--- src/hdl/irqx_pkg.sv ---
// irqx_pkg: constants shared by the interrupt expander and its vector store
// assumes one clock domain; vectors are 32-bit handler addresses
package irqx_pkg;
    localparam int GROUPS = 12;
    localparam int PER_GROUP = 8;
    localparam int SOURCES = GROUPS * PER_GROUP;
    localparam int SRC_W = 7;
    localparam int VEC_W = 32;
    // word address of group 1 position 1 and last slot of group 12
    localparam logic [15:0] VEC_BASE_ADDR = 16'h0d40;
    localparam logic [15:0] VEC_LAST_ADDR = 16'h0dfe;
    localparam logic [15:0] GROUP_STRIDE = 16'h0010;
    localparam logic [15:0] POS_STRIDE = 16'h0002;
    // service sequence length in cpu cycles
    localparam int SERVICE_CYCLES = 8;
    localparam int SVC_CNT_W = 3;
    // wired source map: 1 = peripheral present, bit 8*g+p (0-based)
    localparam logic [95:0] WIRED_MASK = {
        8'hfb, 8'h0f, 8'hff, 8'h03, 8'h03, 8'h3f,
        8'h33, 8'h87, 8'hbf, 8'hff, 8'hff, 8'hdb
    };
    localparam logic [SOURCES-1:0] ENABLE_RESET = '0;
    typedef enum logic [2:0] {
        IRQX_IDLE = 3'b001,
        IRQX_FETCH = 3'b010,
        IRQX_SAVE = 3'b100
    } irqx_state_type;
endpackage : irqx_pkg

--- src/hdl/irqx_vector_ram.sv ---
// irqx_vector_ram: one vector word per source, registered read port
// assumes write and read come from the same clock domain
`timescale 1ns/1ps
module irqx_vector_ram
    import irqx_pkg::*;
#(
    parameter int DEPTH = SOURCES,
    parameter int AW = SRC_W,
    parameter int DW = VEC_W
)
(
    // clock
    input wire logic clk,
    // write port
    input wire logic wr_en,
    input wire logic [AW-1:0] wr_addr,
    input wire logic [DW-1:0] wr_data,
    // read port
    input wire logic rd_en,
    input wire logic [AW-1:0] rd_addr,
    output logic [DW-1:0] rd_data
);
    logic [DW-1:0] mem [DEPTH];
    logic [DW-1:0] rd_data_q;

    // no reset on the array so it maps onto real ram
    always_ff @(posedge clk)
    begin
        if (wr_en)
        begin
            mem[wr_addr] <= wr_data;
        end
        if (rd_en)
        begin
            rd_data_q <= mem[rd_addr];
        end
    end

    assign rd_data = rd_data_q;
endmodule : irqx_vector_ram

--- src/hdl/irqx_expander.sv ---
// irqx_expander: 96 sources in 12 groups of 8 onto 12 cpu request lines
// assumes sources are synchronous pulses on clk; vector writes come from
// the cpu side on clk; the cpu acks one group at a time
`timescale 1ns/1ps
module irqx_expander
    import irqx_pkg::*;
#(
    parameter int N_GROUPS = GROUPS,
    parameter int N_PER = PER_GROUP
)
(
    // clock and reset
    input wire logic clk,
    input wire logic rst_n,
    // peripheral sources and software raise
    input wire logic [SOURCES-1:0] src_irq,
    input wire logic [SOURCES-1:0] sw_raise,
    // per-source enables
    input wire logic [SOURCES-1:0] src_enable,
    // vector ram write, word address as mapped
    input wire logic vec_wr_en,
    input wire logic [15:0] vec_wr_addr,
    input wire logic [VEC_W-1:0] vec_wr_data,
    // cpu request lines and service handshake
    output logic [N_GROUPS-1:0] cpu_request,
    input wire logic service_ack,
    output logic service_busy,
    output logic vector_valid,
    output logic [VEC_W-1:0] vector_out,
    output logic [3:0] vector_group,
    output logic [2:0] vector_pos,
    output logic handler_start,
    // pending flags for software visibility
    output logic [SOURCES-1:0] pending_flags
);
    irqx_state_type state_q, state_d;
    logic [SOURCES-1:0] pend_q, pend_d;
    logic [SVC_CNT_W-1:0] cnt_q, cnt_d;
    logic [SRC_W-1:0] sel_q, sel_d;
    logic [SRC_W-1:0] win_idx;
    logic win_any;
    logic [SOURCES-1:0] eligible;
    logic [SOURCES-1:0] raise_ok;
    logic wr_ok;
    logic [SRC_W-1:0] wr_idx;
    logic [VEC_W-1:0] ram_rd;
    logic vec_valid_q, vec_valid_d;
    logic start_q, start_d;
    // vector word held from one fetch to the next
    logic [VEC_W-1:0] vec_q, vec_d;

    // word address to source index; odd or out-of-range gives no write
    function automatic logic [SRC_W:0] addr_to_idx(input logic [15:0] a);
        logic [15:0] off;
        off = a - VEC_BASE_ADDR;
        if (a < VEC_BASE_ADDR || a > VEC_LAST_ADDR || off[0])
            addr_to_idx = '0;
        else
            addr_to_idx = {1'b1, off[SRC_W:1]};
    endfunction : addr_to_idx

    // software raise only where the group has no wired peripheral active;
    // a raise in a cycle where a wired source of the group fires is
    // dropped, since a hand-set group flag could hide that event
    genvar g;
    generate
        for (g = 0; g < N_GROUPS; g++)
        begin : g_grp
            logic busy;
            assign busy = |(src_irq[g*N_PER +: N_PER]
                & WIRED_MASK[g*N_PER +: N_PER]);
            assign raise_ok[g*N_PER +: N_PER] = busy ? '0
                : sw_raise[g*N_PER +: N_PER];
            assign eligible[g*N_PER +: N_PER] = pend_q[g*N_PER +: N_PER]
                & src_enable[g*N_PER +: N_PER];
            // combinational, so a line falls in the cycle its last flag
            // clears and the cpu never sees a stale request
            assign cpu_request[g] = |eligible[g*N_PER +: N_PER];
        end
    endgenerate

    // fixed order: lowest index is group 1 position 1
    // scanned downward so the last hit, the lowest index, is kept; a
    // long chain, but its result is only used at the next edge
    always_comb
    begin
        win_any = 1'b0;
        win_idx = '0;
        for (int i = SOURCES - 1; i >= 0; i--)
        begin
            if (eligible[i])
            begin
                win_any = 1'b1;
                win_idx = SRC_W'(i);
            end
        end
    end

    assign {wr_ok, wr_idx} = addr_to_idx(vec_wr_addr);

    // the ram reads the current winner on every idle edge, so its word
    // stands one edge after the take; rewriting that slot on the taking
    // edge still hands out the old word
    irqx_vector_ram #(
        .DEPTH(SOURCES),
        .AW(SRC_W),
        .DW(VEC_W)
    ) u_ram (
        .clk(clk),
        .wr_en(vec_wr_en & wr_ok),
        .wr_addr(wr_idx),
        .wr_data(vec_wr_data),
        .rd_en(state_q == IRQX_IDLE),
        .rd_addr(win_idx),
        .rd_data(ram_rd)
    );

    // service walk, counted from the taking edge:
    //   edge 0 latches the winner and reads its ram word
    //   edge 1 registers the vector, pulses valid, clears the flag
    //   edges 2 to 7 stand for the cpu saving its registers
    //   edge 8 pulses handler start and frees the sequencer
    // the counter runs through fetch and save so eight edges pass
    // service sequencer and pending flags
    always_comb
    begin
        state_d = state_q;
        cnt_d = cnt_q;
        sel_d = sel_q;
        vec_valid_d = 1'b0;
        start_d = 1'b0;
        vec_d = vec_q;
        // unwired positions can only be set by software
        pend_d = pend_q | ((src_irq & WIRED_MASK) | raise_ok);
        case (state_q)
            IRQX_IDLE:
            begin
                if (service_ack && win_any)
                begin
                    state_d = IRQX_FETCH;
                    sel_d = win_idx;
                    cnt_d = '0;
                end
            end
            IRQX_FETCH:
            begin
                vec_valid_d = 1'b1;
                // clear only the fetched flag; a new event this cycle wins,
                // a wired pulse and a software raise alike
                pend_d[sel_q] = (src_irq[sel_q] & WIRED_MASK[sel_q])
                    | raise_ok[sel_q];
                vec_d = ram_rd;
                state_d = IRQX_SAVE;
                cnt_d = cnt_q + 1'b1;
            end
            IRQX_SAVE:
            begin
                cnt_d = cnt_q + 1'b1;
                if (cnt_q == SVC_CNT_W'(SERVICE_CYCLES - 1))
                begin
                    start_d = 1'b1;
                    state_d = IRQX_IDLE;
                    cnt_d = '0;
                end
            end
            default:
            begin
                state_d = IRQX_IDLE;
            end
        endcase
    end

    always_ff @(posedge clk or negedge rst_n)
    begin
        if (!rst_n)
        begin
            state_q <= IRQX_IDLE;
            pend_q <= '0;
            cnt_q <= '0;
            sel_q <= '0;
            vec_valid_q <= 1'b0;
            start_q <= 1'b0;
            vec_q <= '0;
        end
        else
        begin
            state_q <= state_d;
            pend_q <= pend_d;
            cnt_q <= cnt_d;
            sel_q <= sel_d;
            vec_valid_q <= vec_valid_d;
            start_q <= start_d;
            vec_q <= vec_d;
        end
    end

    // vector word holds until the next fetch and source index until the next take,
    // so the cpu may read them late; valid and start last one cycle each
    assign vector_out = vec_q;
    assign vector_valid = vec_valid_q;
    assign vector_group = 4'(sel_q >> 3);
    assign vector_pos = sel_q[2:0];
    assign handler_start = start_q;
    assign service_busy = (state_q != IRQX_IDLE);
    assign pending_flags = pend_q;
endmodule : irqx_expander

--- config.mk ---
export PLATFORM = sky130hd
export DESIGN_NAME = irqx_expander
export DESIGN_NICKNAME = d
export VERILOG_FILES = /design/src/hdl/irqx_pkg.sv /design/src/hdl/irqx_vector_ram.sv /design/src/hdl/irqx_expander.sv
export SDC_FILE = /design/constraint.sdc
export NUM_CORES = 2
export LEC_CHECK = 0
export ABC_AREA = 1
export BUFFER_PORTS_ARGS = -buffer_cell sky130_fd_sc_hd__clkbuf_2
export CAP_MARGIN = 0
export CORE_MARGIN = 2
export CORE_UTILIZATION = 49
export DETAILED_ROUTE_END_ITERATION = 16
export MAX_ROUTING_LAYER = met4
export PLACE_DENSITY = 0.63
export RECOVER_POWER = 25
export SYNTH_ARGS = -nofsm -noshare
export SYNTH_HDL_FRONTEND = slang
export SYNTH_SLANG_ARGS = --single-unit
export TNS_END_PERCENT = 30
--- constraint.sdc ---
create_clock -name clk -period 18.7 [get_ports clk]
set_input_delay 1.87 -clock clk [delete_from_list [all_inputs] [get_ports clk]]
set_output_delay 1.87 -clock clk [all_outputs]
set_load 0.01 [all_outputs]
==> impl_metrics.csv <==
group,metric,value,unit
run,cap_violations,48,
pwr,switching_share,29.0,%
pwr,p_clk_share,38.0,%
global_routing,antenna_found_initial,48,
critical_path,slowest_stage,"buf_4",
pwr,ir_drop,0.102,mV
clocking,cts_sinks,3247,
global_routing,grt_busiest_layer,"met2",
timing,max_freq,85.3,MHz
outcome,violations,"capacitance limit, slew limit",
global_routing,met3_usage,6.17,%
placed_design,io_buffers,489,
logic_synthesis,synth_edf_count,3104,
clocking,clk_transition_reported_paths,0.06,ns
die,core,289000,µm²
timing,worst_slew_pin_slew,4.78,ns
clocking,cts_tree,"yes",
route,via_count,104000,
final_layout,nets,13700,
die,start_util,49.3,%
route,drc,0,
pwr,seqPwrFrac,46.0,%
route,via_per_inst,5.93,
critical_path,critPathKind,"primary input to flop",
timing,rsz0062_at_grt,"no",
die,die_h,543,µm
logic_synthesis,syn-num-nets,13400,
timing,fin_crit_sh,62.7,%
logic_synthesis,synth_cells,13100,
logic_synthesis,seq_area_frac_synth,68.0,%
placed_design,gp_congestion,0.964,
critical_path,rr_worst_depth,109,
logic_synthesis,avgSynthCellArea,10.9,µm²
global_routing,grt_usage,33.2,%
clocking,cts_buffers,342,
pwr,switchingPower,0.00517,W
final_layout,syn_to_final_growth,12.5,%
timing,drv_slew,2285,
logic_synthesis,synth_area,142000,µm²
worst_hold_path,hold_class,"flop to flop",
global_routing,use_met2,49.5,%
pwr,power_density,111,nW/µm²
logic_synthesis,synth_seq_cells,3247,
clocking,cts_root_buffer,"clkbuf_16",
critical_path,startpoint,"src_enable[95]",
clocking,htreeDepth,5,
pwr,power.leakage,61.9,nW
logic_synthesis,yosysWarnings,0,
route,drt-total-wl,486,mm
clocking,post_cts_buffers,0,
timing,setup-tns-final,0,ns
die,row_count,197,
outcome,outcome,"complete, but fails checks",
timing,hold_violations,0,
critical_path,worst_path_most_repeated_cell,"nand2_1",
global_routing,grt_pass1_wl,691,mm
timing,fin_skew,0.0575,ns
pwr,p_total,0.0179,W
timing,setup_violations,0,
route,routedWlPerCell,27.7,µm
logic_synthesis,ys.flop_type,"edfxtp_1",
logic_synthesis,yosysUniqueCellTypes,44,
clocking,insertion_delay,0.94,ns
global_routing,grt_pass1_vias,97100,
die,ios,490,
route,first_pass_iters,6,
critical_path,end_kind,"flop",
route,initialDrtViolationCount,14200,
critical_path,cp_slowest_stage_delay,0.95,ns
clocking,cts_buffer_depth,4,
clocking,cts.repair.resized,0,
timing,slew_headroom,-219,%
logic_synthesis,async_flop_share,4.40,%
pwr,p_int,0.0127,W
worst_hold_path,worstHoldStart,"u_ram.rd_data[12]$_DFFE_PP_",
placed_design,dpl.hpwl,280,mm
final_layout,layout_common_cells,"edfxtp_1 (3,104), nand2_1 (2,483), nand3_1 (2,449)",
clocking,hold_buffers,0,
final_layout,drive_above_1_share,9.49,%
critical_path,crit_path_start_kind,"primary input",
die,fp.dieArea,295000,µm²
global_routing,grt_overflow,0,
route,ant_nets,0,
critical_path,worst-path-max-fanout,140,
critical_path,crit_arrival,12.41,ns
final_layout,mostFrequentLayoutCell,"edfxtp_1",
die,die_w,543,µm
critical_path,required,19.38,ns
pwr,combPwrFrac,16.0,%
critical_path,reg2reg_from,"pending_flags[95]$_DFF_PN0_",
timing,period_minus_slack,11.73,ns
global_routing,grt_start_max_net_pins,238,
global_routing,grt_use_met1,45.0,%
worst_hold_path,holdPathStages,2,
worst max-delay path: cells and delay by family:
family / cells / cell delay, ns
buffers and inverters: 6 / 3.54
and+or+nand+nor: 104 / 6.71
routing by layer:
layer,share of wire [%],vias to the layer above,wire length (µm)
li1,-,45600,-
met1,40,51400,192000
met2,46,6007,222000
met3,11,933,51800
met4,4.2,0,20500
met5,0,-,0
layout make-up:
type / instances / area, µm²
Inverter: 1819 / 6870
Clock buffer: 441 / 9180
Tap cell: 3880 / 4850
Clock inverter: 179 / 1850
Timing Repair Buffer: 735 / 4350
Sequential cell: 3247 / 96800
Multi-Input combinational cell: 7179 / 36200
Antenna cell: 42 / 105
Fill cell: 24200 / 128000
power groups by stage:
stage	combinational, W	sequential [W]	clock, W
3_5_place_dp	0.00279	0.00835	0
2_1_floorplan	0.00167	0.00827	0
5_1_grt	0.00306	0.00821	0.00711
4_1_cts	0.00280	0.00820	0.00683
6_report	0.00286	0.00822	0.00678
3_3_place_gp	0.00275	0.00835	0
cells in the mapped netlist, types with 13 or more instances:
master / number / area share [%]
a21oi_1: 43 / 0.15
a221oi_1: 32 / 0.20
a22oi_1: 13 / 0.069
buf_1: 100 / 0.26
buf_2: 183 / 0.64
clkbuf_1: 515 / 1.4
dfrtp_1: 142 / 2.5
edfxtp_1: 3104 / 65
inv_1: 1808 / 4.8
nand2_1: 2487 / 6.6
nand3_1: 2456 / 8.6
nand3b_1: 609 / 3.2
nand4_1: 25 / 0.11
nor2_1: 400 / 1.1
nor3_1: 23 / 0.081
o211ai_1: 358 / 1.9
o21ai_0: 486 / 1.7
o22ai_1: 31 / 0.14
o31ai_1: 49 / 0.26
or2_0: 87 / 0.38
per-stage QoR:
stage / setup WS (ns) / instance area (µm²) / std cells / util [%] / hold slack, ns
2_1_floorplan: 11.23 / 142000 / 13100 / - / 0.426
3_3_place_gp: 5.92 / 149000 / 16900 / 51.7 / 0.446
3_5_place_dp: 6.28 / 149000 / 16900 / 51.7 / 0.458
4_1_cts: 7.24 / 160000 / 17500 / 55.5 / 0.473
5_1_grt: 5.84 / 160000 / 17500 / 55.5 / 0.499
6_report: 6.97 / 160000 / 17500 / 55.5 / 0.465
final timing paths:
kind / slack, ns / to
worst min-delay path: 0.46 / vector_out[12]$_DFFE_PN0P_
worst min register to register: 0.46 / vector_out[12]$_DFFE_PN0P_
min in group asynchronous: 1.84 / pending_flags[34]$_DFF_PN0_
max in group asynchronous: 12.34 / pending_flags[15]$_DFF_PN0_
worst max-delay path: 6.97 / u_ram.rd_data[18]$_DFFE_PP_
worst max register to register: 7.51 / u_ram.rd_data[18]$_DFFE_PP_
sequential cells by signal, summed over array words and instances (netlist names):
| signal | flops |
|---|---|
| cnt_q | 3 |
| handler_start | 1 |
| pending_flags | 96 |
| sel_q | 7 |
| state_q | 3 |
| u_ram.mem | 3072 |
| u_ram.rd_data | 32 |
| vector_out | 32 |
| vector_valid | 1 |
kinds of logic (layout without fill, tap and decap cells):
group / Yosys count / count (layout) / synth area share [%]
and+or+nand+nor: 6118 / 6118 / 20.2
DFF: 3247 / 3247 / 68.0
buffers and inverters: 2633 / 3174 / 7.17
AOI/OAI and AO/OA: 1056 / 1056 / 4.65
adders and majority gates: 4 / 4 / 0.0351
muxes: 1 / 1 / 0.00791
other: 0 / 42 / 0
No activity file was read; power rests on OpenSTA's default activity.
